[config.mk]
export PLATFORM = sky130hd
export DESIGN_NAME = rsif_status
export DESIGN_NICKNAME = d
export VERILOG_FILES = /design/src/verilog/rsif_pkg.sv /design/src/verilog/rsif_status.sv
export SDC_FILE = /design/constraint.sdc
export NUM_CORES = 1
export LEC_CHECK = 0
export BUFFER_PORTS_ARGS = -buffer_cell sky130_fd_sc_hd__buf_2
export CAP_MARGIN = 5
export CORE_UTILIZATION = 45
export DETAILED_ROUTE_END_ITERATION = 16
export GPL_ROUTABILITY_DRIVEN = 0
export GPL_TIMING_DRIVEN = 1
export PLACE_DENSITY = 0.75
export RECOVER_POWER = 25
export SYNTH_ARGS = -nofsm -noshare
export SYNTH_HDL_FRONTEND = slang
export SYNTH_SLANG_ARGS = --single-unit
[constraint.sdc]
create_clock -name clk_sys -period 1.7 [get_ports clk_sys]
set_input_delay 0.085 -clock clk_sys [delete_from_list [all_inputs] [get_ports clk_sys]]
set_output_delay 0.085 -clock clk_sys [all_outputs]
set_load 0.01 [all_outputs]
[src/verilog/rsif_pkg.sv]
`default_nettype none
package rsif_pkg;

	// ----------------------------------------
	// bus geometry
	// ----------------------------------------
	localparam int ADR_MSB = 7;
	localparam int DAT_W   = 32;

	// word indices; byte address is four times the index
	localparam logic [5:0] WIX_STAT0    = 6'h00;
	localparam logic [5:0] WIX_STAT1    = 6'h01;
	localparam logic [5:0] WIX_CMD0     = 6'h02;
	localparam logic [5:0] WIX_CMD1     = 6'h03;
	localparam logic [5:0] WIX_IMG      = 6'h04;
	localparam logic [5:0] WIX_IMG_LAST = 6'h13;

	// ----------------------------------------
	// field positions
	// ----------------------------------------
	localparam int B_READY  = 0;
	localparam int B_SHORT  = 1;
	localparam int B_SUPPLY = 3;
	localparam int B_BREAK  = 4;
	localparam int B_ALARM  = 0;
	localparam int B_PDONE  = 1;
	localparam int B_PERR   = 2;
	localparam int B_BUSY   = 4;
	localparam int B_ERRCLR = 0;
	localparam int B_ADCMD  = 1;
	localparam int B_PACC   = 0;
	localparam int B_PRD    = 1;
	localparam int B_PWR    = 2;
	localparam int PCMD_W   = 3;

	// ----------------------------------------
	// input image
	// ----------------------------------------
	localparam int IMG_PTS    = 256;
	localparam int IMG_WORD_W = 16;
	localparam int IMG_IDX_W  = 4;

	// ----------------------------------------
	// synchronised pin vector slots
	// ----------------------------------------
	localparam int P_PGOOD  = 0;
	localparam int P_TEST   = 1;
	localparam int P_FAULT  = 2;
	localparam int P_SHORT  = 3;
	localparam int P_OVERC  = 4;
	localparam int P_SUPPLY = 5;
	localparam int P_BREAK  = 6;
	localparam int P_LOST   = 7;
	localparam int P_SSTAT  = 8;
	localparam int P_SADDR  = 9;
	localparam int N_PIN    = 10;

endpackage
`default_nettype wire

[src/verilog/rsif_status.sv]
// The Wishbone slave port and the placing of the registers are this design's own decisions.
`timescale 1ns/1ps
`default_nettype none
module rsif_status (
	// clock and reset
	input  wire logic                     clk_sys,
	input  wire logic                     rst,
	// wishbone classic slave
	input  wire logic                     wb_cyc_i,
	input  wire logic                     wb_stb_i,
	input  wire logic                     wb_we_i,
	input  wire logic [7:2]               wb_adr_i,
	input  wire logic [3:0]               wb_sel_i,
	input  wire logic [31:0]              wb_dat_i,
	output logic      [31:0]              wb_dat_o,
	output logic                          wb_ack_o,
	// asynchronous condition pins
	input  wire logic                     power_good,
	input  wire logic                     self_test_done,
	input  wire logic                     hw_fault,
	input  wire logic                     line_short_detect,
	input  wire logic                     overcurrent_detect,
	input  wire logic                     supply_low_detect,
	input  wire logic                     line_break_detect,
	input  wire logic                     slave_lost_detect,
	input  wire logic                     slave_status_fault,
	input  wire logic                     slave_addr_fault,
	// on-chip link engines
	input  wire logic                     param_done_pulse,
	input  wire logic                     param_fail_pulse,
	input  wire logic                     addr_detect_done,
	input  wire logic [255:0]             slave_input_states,
	// status and commands toward the engines
	output logic                          station_ready,
	output logic                          addr_detect_busy,
	output logic                          addr_detect_start,
	output logic                          param_access_command,
	output logic                          param_batch_read_command,
	output logic                          param_batch_write_command
);

	// ----------------------------------------
	// state
	// ----------------------------------------
	typedef struct packed {
		logic [rsif_pkg::N_PIN-1:0]  pin_s1;
		logic [rsif_pkg::N_PIN-1:0]  pin_s2;
		logic                        ready;
		logic                        short_err;
		logic                        supply_err;
		logic                        break_err;
		logic                        alarm;
		logic                        pdone;
		logic                        perr;
		logic                        busy;
		logic                        ad_start;
		logic                        errclr;
		logic                        adcmd;
		logic [rsif_pkg::PCMD_W-1:0] pcmd;
		logic                        ack;
		logic [31:0]                 dat;
		logic [255:0]                img;
	} rsif_state_t;

	localparam rsif_state_t S_RST = '0;

	rsif_state_t s_r;
	rsif_state_t s_nxt;

	logic [rsif_pkg::N_PIN-1:0]  pin_vec;
	logic                        bus_req;
	logic                        wr_cmd0;
	logic                        wr_cmd1;
	logic                        clr_fall;
	logic                        ad_fall;
	logic                        pcmd_rise;
	logic                        c_short;
	logic                        c_supply;
	logic                        c_break;
	logic                        c_alarm;
	logic                        img_hit;
	logic [5:0]                  img_rel;
	logic [rsif_pkg::IMG_IDX_W-1:0] img_word;
	logic [15:0]                 img_slice;
	logic [31:0]                 rd_val;

	// ----------------------------------------
	// pin gathering and bus decode
	// ----------------------------------------
	// pins enter one vector so one two-stage synchroniser serves all
	assign pin_vec = {slave_addr_fault, slave_status_fault, slave_lost_detect,
		line_break_detect, supply_low_detect, overcurrent_detect,
		line_short_detect, hw_fault, self_test_done, power_good};

	// request seen in its first cycle only; ack then ends it
	assign bus_req = wb_cyc_i & wb_stb_i & ~s_r.ack;
	assign wr_cmd0 = bus_req & wb_we_i & wb_sel_i[0] & (wb_adr_i == rsif_pkg::WIX_CMD0);
	assign wr_cmd1 = bus_req & wb_we_i & wb_sel_i[0] & (wb_adr_i == rsif_pkg::WIX_CMD1);

	// host pulses: on-then-off of the clear and detect bits
	assign clr_fall = wr_cmd0 & s_r.errclr & ~wb_dat_i[rsif_pkg::B_ERRCLR];
	assign ad_fall  = wr_cmd0 & s_r.adcmd & ~wb_dat_i[rsif_pkg::B_ADCMD];
	assign pcmd_rise = wr_cmd1 & (|(~s_r.pcmd & wb_dat_i[rsif_pkg::PCMD_W-1:0]));

	// causes, read from the second synchroniser stage only
	assign c_short  = s_r.pin_s2[rsif_pkg::P_SHORT] | s_r.pin_s2[rsif_pkg::P_OVERC];
	assign c_supply = s_r.pin_s2[rsif_pkg::P_SUPPLY];
	assign c_break  = s_r.pin_s2[rsif_pkg::P_BREAK] | s_r.pin_s2[rsif_pkg::P_LOST];
	assign c_alarm  = s_r.pin_s2[rsif_pkg::P_SSTAT] | s_r.pin_s2[rsif_pkg::P_SADDR];

	// image word select: point k sits in word k/16, bit k%16
	assign img_hit   = (wb_adr_i >= rsif_pkg::WIX_IMG) && (wb_adr_i <= rsif_pkg::WIX_IMG_LAST);
	assign img_rel   = wb_adr_i - rsif_pkg::WIX_IMG;
	assign img_word  = img_rel[rsif_pkg::IMG_IDX_W-1:0];
	assign img_slice = s_r.img[img_word*rsif_pkg::IMG_WORD_W +: rsif_pkg::IMG_WORD_W];

	// ----------------------------------------
	// read mux
	// ----------------------------------------
	// unmapped words read zero and are still acknowledged
	always_comb begin
		rd_val = '0;
		if (img_hit) begin
			rd_val[15:0] = img_slice;
		end else begin
			unique case (wb_adr_i)
				rsif_pkg::WIX_STAT0: begin
					rd_val[rsif_pkg::B_READY]  = s_r.ready;
					rd_val[rsif_pkg::B_SHORT]  = s_r.short_err;
					rd_val[rsif_pkg::B_SUPPLY] = s_r.supply_err;
					rd_val[rsif_pkg::B_BREAK]  = s_r.break_err;
				end
				rsif_pkg::WIX_STAT1: begin
					rd_val[rsif_pkg::B_ALARM] = s_r.alarm;
					rd_val[rsif_pkg::B_PDONE] = s_r.pdone;
					rd_val[rsif_pkg::B_PERR]  = s_r.perr;
					rd_val[rsif_pkg::B_BUSY]  = s_r.busy;
				end
				rsif_pkg::WIX_CMD0: begin
					rd_val[rsif_pkg::B_ERRCLR] = s_r.errclr;
					rd_val[rsif_pkg::B_ADCMD]  = s_r.adcmd;
				end
				rsif_pkg::WIX_CMD1: begin
					rd_val[rsif_pkg::PCMD_W-1:0] = s_r.pcmd;
				end
				default: begin
					rd_val = '0;
				end
			endcase
		end
	end

	// ----------------------------------------
	// next state
	// ----------------------------------------
	// every error flag: live cause sets, clear pulse drops it; set wins
	always_comb begin
		s_nxt = s_r;
		s_nxt.pin_s1 = pin_vec;
		s_nxt.pin_s2 = s_r.pin_s1;

		// ready needs power and test done, and no hardware failure
		s_nxt.ready = s_r.pin_s2[rsif_pkg::P_PGOOD] & s_r.pin_s2[rsif_pkg::P_TEST]
			& ~s_r.pin_s2[rsif_pkg::P_FAULT];

		s_nxt.short_err  = c_short | (s_r.short_err & ~clr_fall);
		s_nxt.supply_err = c_supply | (s_r.supply_err & ~clr_fall);
		s_nxt.break_err  = c_break | (s_r.break_err & ~clr_fall);
		s_nxt.alarm      = c_alarm | (s_r.alarm & ~clr_fall);
		s_nxt.perr       = param_fail_pulse | (s_r.perr & ~clr_fall);

		// done flag: completion sets, any newly raised command clears
		s_nxt.pdone = param_done_pulse | (s_r.pdone & ~pcmd_rise);

		// detection busy from the start pulse until the engine ends
		s_nxt.busy     = ad_fall | (s_r.busy & ~addr_detect_done);
		s_nxt.ad_start = ad_fall;

		// command registers
		if (wr_cmd0) begin
			s_nxt.errclr = wb_dat_i[rsif_pkg::B_ERRCLR];
			s_nxt.adcmd  = wb_dat_i[rsif_pkg::B_ADCMD];
		end
		if (wr_cmd1) begin
			s_nxt.pcmd = wb_dat_i[rsif_pkg::PCMD_W-1:0];
		end

		// one-cycle ack; read data registered with it
		s_nxt.ack = bus_req;
		s_nxt.dat = (bus_req & ~wb_we_i) ? rd_val : '0;

		// input image follows the slaves every cycle
		s_nxt.img = slave_input_states;
	end

	// ----------------------------------------
	// state register
	// ----------------------------------------
	// module reset drops every flag and the stored image
	always_ff @(posedge clk_sys) begin
		if (rst) begin
			s_r <= S_RST;
		end else begin
			s_r <= s_nxt;
		end
	end

	// ----------------------------------------
	// outputs
	// ----------------------------------------
	assign wb_ack_o                  = s_r.ack;
	assign wb_dat_o                  = s_r.dat;
	assign station_ready             = s_r.ready;
	assign addr_detect_busy          = s_r.busy;
	assign addr_detect_start         = s_r.ad_start;
	assign param_access_command      = s_r.pcmd[rsif_pkg::B_PACC];
	assign param_batch_read_command  = s_r.pcmd[rsif_pkg::B_PRD];
	assign param_batch_write_command = s_r.pcmd[rsif_pkg::B_PWR];
endmodule
`default_nettype wire

# Yosys cells after proc, flatten, opt, wreduce, memory -nomap -nowiden
# Index checks and enable logic that the tools add are counted.
# classes
add_sub_neg	1
n_reduce_logical	5
n_bitwise	43
shifts	1
mux	5
eq_ne	3
multipliers	0
div	0
n_lt_le_gt_ge	2
# op_table
cell	n
indexed part select 256 x 9 -> 16 bit	1
bitwise AND 1 bit	21
equality test 6 x 2 -> 1 bit, second input constant	2
NOT 1 bit	10
OR 1 bit	10
case mux 2 bit (4 select lines)	1
equality test 6 x 1 -> 1 bit, second input constant	1
>= comparator 6 x 3 -> 1 bit, second input constant	1
less-or-equal comparator 6 x 5 -> 1 bit, second input constant	1
zero test 6 bit	1
OR reduction 3 bit	2
2-to-1 mux 5 bit	1
case mux 1 bit (2 select lines)	2
subtractor 4 x 3 -> 4 bit, second input constant	1
bitwise AND 3 bit	1
NOT 3 bit	1
OR reduction 2 bit	1
logical AND 1 bit	1
2-to-1 mux 1 bit	1
# totals
ff_bits	323
latch_bits	0
romBits	0
n_memories	0
mem_bits_rw	0
in_bits	316
out_inout_bits	39
word_cells	79

# Longest topological paths before layout
# Gate-level depths: netlist of the first run.
# logic_depth
ltp_word	10
depth_mapped	9
depth_no_buf	7

# Worst setup path before layout of the first run
# OpenSTA, ideal clock, no wires.
# synth_timing
kind	in2reg
from	input port wb_adr_i[4] (netlist name)
to	register s_r, in the netlist wb_dat_o[7]
slack_ps	-156
path_buffers	3
path_stages	7
required_ps	1566
setup_ps	134
t_arrival_ps	1723
path_cell_list	buf_2 inv_1 ha_1 clkbuf_1 clkbuf_1 mux4_2 nor2b_1
# synth_between
elab_chain_len	4
word_cells_on_any_way	7
cone_classes	add/sub: 1; order compare: 2; shift: 1; bitwise: 1; reduce/logical: 2
# synth_rtl
element	line_no	source
from (decl)	rsif_status.sv:12	input wire logic [7:2] wb_adr_i,
parallel branches: the longest is 4 deep, another holds subtractor 4 x 3 -> 4 bit	--	
to (signal assigned)	rsif_status.sv:204	s_r <= s_nxt;
to (decl)	rsif_status.sv:67	rsif_state_t s_r;
# Several ways; the timed one is not identified.
# A chain may end at the register's enable or synchronous reset.

# Final worst setup path of the first run
# layout_timing
from	register s_r, in the netlist wb_ack_o
to	register s_r[297] (netlist name)
# layout_between
elab_chain_len	9
# layout_rtl
element	line_no	source
NOT 1 bit	rsif_status.sv:96	assign bus_req = wb_cyc_i & wb_stb_i & ~s_r.ack;
bitwise AND 1 bit	rsif_status.sv:96	
bitwise AND 1 bit (3 in series)	rsif_status.sv:98	assign wr_cmd1 = bus_req & wb_we_i & wb_sel_i[0] & (wb_adr_i == rsif_pkg::WIX_CMD1);
bitwise AND 1 bit	rsif_status.sv:103	assign pcmd_rise = wr_cmd1 & (|(~s_r.pcmd & wb_dat_i[rsif_pkg::PCMD_W-1:0]));
NOT 1 bit	rsif_status.sv:173	s_nxt.pdone = param_done_pulse | (s_r.pdone & ~pcmd_rise);
bitwise AND 1 bit	rsif_status.sv:173	
OR 1 bit	rsif_status.sv:173	
# Every way passes these cells.

==> impl_metrics.tcl, run 1 <==
set metrics [dict create \
    synth_area_per_cell_um2 12.5 \
    cp_slowest_cell "or4_1" \
    crit_fanout 4 \
    ir_drop_uv 737 \
    maxCapViolCount 0 \
    crit_cells 5 \
    grt_pass1_vias 9322 \
    grt_use_met2_pct 49.3 \
    cts-root-buf "clkbuf_16" \
    path_clk_slew_ns 0.06 \
    cts_tree "yes" \
    reg2reg_depth 5 \
    async_flop_share_pct 0 \
    timing.rr.start "wb_ack_o" \
    routed_via_density 4.87 \
    yosys.area.top_type "dfxtp_1" \
    syn_area_um2 10800 \
    finClkSkew_ns 0.0128 \
    overflow 0 \
    htreeDepth 1 \
    numCtsBuffers 30 \
    first_pass_iters 5 \
    cp_slowest_stage_delay_ns 0.54 \
    post_layout_nonfiller_instances 1795 \
    cp-startpoint "wb_ack_o" \
    cp_top_family "simple AND/OR/NAND/NOR gates" \
    synth_seq_cells 307 \
    area_growth_pct 52.6 \
    fin_crit_ns 1.71 \
    hold_violations 0 \
    cellPowerDensity_nw_per_um2 993 \
    worstSetupPathType "flip-flop to flip-flop" \
    yosysSeqAreaShare_pct 56.9 \
    p_leak_uw 0.00700 \
    dr.first_iter.drc_count 519 \
    netlist_instances 862 \
    die_area_um2 24600 \
    max_slew_margin_pct 54.9 \
    ys.flop_type "dfxtp_1" \
    placementRows 56 \
    outcome "finished, violations left" \
    clk_latency_ns 0.55 \
    setup.worst_path.end "s_r[297]" \
    hold_path_class "input port to flip-flop" \
    crit_chain "nand3b_1 -> buf_4 -> or4_1 -> o21ai_1 -> a21oi_1" \
    met1_usage_pct 34.4 \
    post-dp-hpwl_um 19800 \
    r2r-end "s_r[297]" \
    worst-path-buf-inv 1 \
    post-place-cells 1450 \
    vias 8746 \
    clkSinkCount 307 \
    setup_ws_ns -0.0109 \
    antenna_found_initial 5 \
    yosysWarnings 0 \
    ys_types 42 \
    startpoint_type "flip-flop" \
    core_um2 23500 \
    worst_setup_path_end_kind "flip-flop" \
    finalMaxSlewViolations 0 \
    grt_max_degree 122 \
    final_core_util_pct 70.0 \
    ioPinCount 355 \
    die_height_um 157 \
    rsz0062_at_grt "true" \
    synth_top_area_share_pct 56.9 \
    finalSetupViolations 1 \
    start_util_pct 45.9 \
    top_usage_layer "met2" \
    synth_area_leaders "dfxtp_1, nor2b_1, mux4_2" \
    post-place-ws_ns -0.202 \
    drive_gt1_share_pct 31.4 \
    failed_checks "setup timing" \
    rrSetupSlack_ns -0.01 \
    use_met3_pct 5.73 \
    ant_nets 0 \
    fin_nets 1765 \
    worstPathArrival_ns 2.11 \
    cts_buffer_depth 3 \
    drc_errors 0 \
    wl_um 35500 \
    io_buffers 306 \
    wire_per_inst_um 19.8 \
    max_freq_ghz 0.584 \
    grt_pass1_wl_um 52400 \
    tightestPinTransition_ns 0.677 \
    die_w_um 157 \
    min_period_over_period_pct 101 \
    grtUsageTotal_pct 28.7 \
    cp.required_ns 2.10 \
    nFillCells 1519 \
    synth_edf_count 0 \
]
==> per-layer routing <==
metal / part of all wire (%) / routed length, um
met1: 40 / 14200
met2: 49 / 17400
met3: 6.8 / 2430
met4: 4.4 / 1550
met5: 0 / 0
==> repair_timing <==
action | CTS | global route
endpoints found under the setup margin | 0 | 7
setup buffers | 0 | 1
hold buffers | 282 | 0
hold endpoints to repair | 285 | 0
resized for setup | 0 | 5
==> cell usage in the layout (no fill, tap or decap), types with 3 or more instances in the layout <==
| master | n |
|---|---|
| a211oi_1 | 4 |
| a21oi_1 | 10 |
| a22oi_1 | 4 |
| and2_1 | 3 |
| buf_12 | 7 |
| buf_2 | 291 |
| buf_4 | 28 |
| clkbuf_1 | 17 |
| clkbuf_16 | 31 |
| clkbuf_8 | 5 |
| clkinv_2 | 5 |
| clkinvlp_4 | 4 |
| conb_1 | 16 |
| dfxtp_1 | 307 |
| diode_2 | 8 |
| dlygate4sd3_1 | 282 |
| ha_1 | 3 |
| inv_1 | 9 |
| inv_2 | 3 |
| mux2_2 | 4 |
| mux2i_1 | 13 |
| mux4_2 | 70 |
| nand2_1 | 4 |
| nand3_1 | 4 |
| nand3b_1 | 4 |
| nor2_1 | 14 |
| nor2b_1 | 286 |
| o21ai_0 | 7 |
==> layout make-up <==
type / count / area (um^2) / area share (%)
Timing Repair Buffer: 622 / 4700 / 28.5
Tap cell: 319 / 399 / 2.42
Inverter: 12 / 45.0 / 0.273
Sequential cell: 307 / 6150 / 37.3
Clock buffer: 41 / 863 / 5.24
Multi-Input combinational cell: 473 / 4180 / 25.4
Antenna cell: 8 / 20.0 / 0.121
Clock inverter: 13 / 133 / 0.805
==> cell usage after synthesis (2+ instances only) <==
master and number:
nand2_1 4, nor2b_1 287, buf_6 6, a21oi_1 10, mux2_2 4, dfxtp_1 307, inv_2 2, nand3_1 4
a211oi_1 6, a22oi_1 4, buf_4 35, nand3b_1 4, nor3_1 3, buf_1 2, clkbuf_1 39, mux2i_1 13
a22o_1 2, o21ai_0 8, o32ai_1 2, and2_1 3, inv_1 10, buf_8 2, nor2_1 14, a211o_1 2
ha_1 3, mux4_2 70
==> metrics by stage <==
stage / setup TNS [ns] / hold slack [ns] / total power (uW) / cell area, um^2
after floorplan: 0 / 0.202 / 8610 / 10900
after global placement: -1.26 / 0.296 / 9170 / 12600
after detailed placement: -1.65 / 0.297 / 9190 / 12600
after CTS: 0 / 0.0561 / 16200 / 16500
after global routing: -0.0894 / 0.132 / 16900 / 16500
final: -0.0109 / 0.132 / 16400 / 16500
==> worst min path at each step <==
stage,from,to,slack [ns],cells past startpoint
finish,wb_adr_i[6],wb_dat_o[2],0.13,4
global route,wb_adr_i[6],wb_dat_o[2],0.13,4
CTS,wb_adr_i[6],wb_dat_o[2],0.06,4
detailed placement,slave_input_states[41],s_r[41],0.30,2
global placement,slave_input_states[249],s_r[249],0.30,2
floorplan,param_fail_pulse,s_r[296],0.20,2
==> cells by family after synthesis <==
group	after synthesis	share of synthesized area [%]
and+or+nand+nor	324	18.6
AOI/OAI and AO/OA	43	2.73
adders and majority gates	3	0.348
DFF	307	56.9
buffers and inverters	97	5.22
muxes	87	16.2
other	1	0.0347
==> registers in the layout (all words and copies together) (netlist names) <==
name,cells
param_access_command,1
param_batch_read_command,1
addr_detect_start,1
c_supply,1
s_r,273
wb_dat_o,16
param_batch_write_command,1
s_nxt,10
station_ready,1
addr_detect_busy,1
wb_ack_o,1
==> power by group <==
| part | internal (uW) | switching, uW |
|---|---|---|
| logic | 1210 | 759 |
| registers | 7550 | 128 |
| clock network | 3860 | 2850 |
==> worst reg2reg max path, delay by kind of cell, from the launching register on <==
family | cells | cell delay, ns
flops | 1 | 0.32
simple gates | 2 | 0.75
compound gates | 2 | 0.32
buf+inv | 1 | 0.19
(Power assumes the default switching activity.)
==> run 2, diff against run 1 <==
BUFFER_PORTS_ARGS = default   (was -buffer_cell sky130_fd_sc_hd__buf_2)
CORE_UTILIZATION = 55   (was 45)
DONT_BUFFER_PORTS = 1   (was default)
PLACE_DENSITY = 0.7   (was 0.75)
clock period = 1.9 ns   (was 1.7 ns; I/O delays follow)
==> run 2 against run 1 <==
  * The run now fails in clock tree synthesis
  * Synthesized cell count unchanged
  * Area after synthesis unchanged
==> impl_metrics.tcl, run 2 <==
set metrics [dict create \
    synth_top_family_by_area "simple AND/OR/NAND/NOR gates" \
    synth_compound_area_share_pct 2.73 \
    synth_top_area_share_pct 56.9 \
    yosysSeqAreaShare_pct 56.9 \
    synth-simple-area-share_pct 18.6 \
    synth_area_leaders "dfxtp_1, nor2b_1, mux4_2" \
    numCtsBuffers 30 \
    start_util_pct 57.0 \
    ioPinCount 355 \
    htreeDepth 1 \
    netlist_instances 862 \
    io_buffers 0 \
    synth_edf_count 0 \
    die_height_um 142 \
    outcome "stopped before the end" \
    async_flop_share_pct 0 \
    yosys.area.top_type "dfxtp_1" \
    synth_xor_area_share_pct 0 \
    synth_seq_cells 307 \
    synthTopCellsByCount "dfxtp_1, nor2b_1, mux4_2, clkbuf_1, buf_4" \
    cts_buffer_depth 3 \
    post_cts_buffers 0 \
    die_w_um 142 \
    post-dp-hpwl_um 15800 \
    clkSinkCount 307 \
    ys.flop_type "dfxtp_1" \
    error_line "[ERROR RSZ-0060] Max buffer count reached." \
    placed_cell_area_um2 10700 \
    lastStage "clock tree synthesis" \
    muxShareOfSynthArea_pct 16.2 \
    synth_most_common_cell "dfxtp_1" \
    synth_area_per_cell_um2 12.5 \
    cts_hold_buf 223 \
    synthAdderAreaFrac_pct 0.347 \
    ys_types 42 \
    yosysWarnings 0 \
    post_cts_resized 0 \
    placementRows 50 \
    syn_area_um2 10800 \
    cts-root-buf "clkbuf_16" \
]
-- run 2: cell families after synthesis --
group                    after synthesis
AO/OA/AOI/OAI                         43
adder cells (fa/ha/maj)                3
buffers and inverters                 97
flip-flops                           307
multiplexers                          87
other                                  1
AND/OR/NAND/NOR                      324
-- run 2: stage by stage --
stage | cells | setup WS, ns | hold WS [ns]
floorplan | 877 | 0.0340 | 0.212
global placement | 1055 | 0.170 | 0.184
detailed placement | 1055 | 0.141 | 0.182
==> run 3, diff against run 2 <==
CORE_UTILIZATION = 40   (was 55)
PLACE_DENSITY = default   (was 0.7)
PLACE_DENSITY_LB_ADDON = 0.15   (was default)
==> run 3 against run 2 <==
  * Synthesized cell count did not move
  * Area after synthesis did not move
  * The flow again stops in clock tree synthesis
==> impl_metrics.tcl, run 3 <==
set metrics [dict create \
    cts-root-buf "clkbuf_16" \
    post-dp-hpwl_um 17300 \
    post_cts_resized 0 \
    post-place-ws_ns 0.156 \
    htreeDepth 2 \
    outcome "stopped before the end" \
    placementRows 59 \
    cts_hold_buf 239 \
    yosysWarnings 0 \
    error_line "[ERROR RSZ-0060] Max buffer count reached." \
    syn_area_um2 10800 \
    io_buffers 0 \
    synth_most_common_cell "dfxtp_1" \
    numCtsBuffers 34 \
    clkSinkCount 307 \
    die_w_um 166 \
    synthTopCellsByCount "dfxtp_1, nor2b_1, mux4_2, clkbuf_1, buf_4" \
    ys.flop_type "dfxtp_1" \
    synth_edf_count 0 \
    async_flop_share_pct 0 \
    cts_buffer_depth 3 \
    lastStage "clock tree synthesis" \
    ioPinCount 355 \
    synth_top_area_share_pct 56.9 \
    yosys.area.top_type "dfxtp_1" \
    post_cts_buffers 0 \
    synth_area_per_cell_um2 12.5 \
    yosysSeqAreaShare_pct 56.9 \
    synth_seq_cells 307 \
    die_height_um 166 \
    netlist_instances 862 \
    synth_area_leaders "dfxtp_1, nor2b_1, mux4_2" \
    ys_types 42 \
    start_util_pct 41.1 \
]
## run 3: cell counts after synthesis
Identical to the previous run, type by type.
## run 3: stage by stage
step | utilization [%] | instances | area [um^2] | hold slack (ns)
2_1_floorplan | - | 877 | 10900 | 0.212
3_3_place_gp | 41.1 | 1132 | 10800 | 0.185
3_5_place_dp | 41.1 | 1132 | 10800 | 0.188
## run 3: kinds of logic after synthesis
family	synth area share [%]
fa+ha+maj	0.348
other cells	0.0347
buf+inv	5.22
compound gates	2.73
flops	56.9
simple gates	18.6
mux	16.2
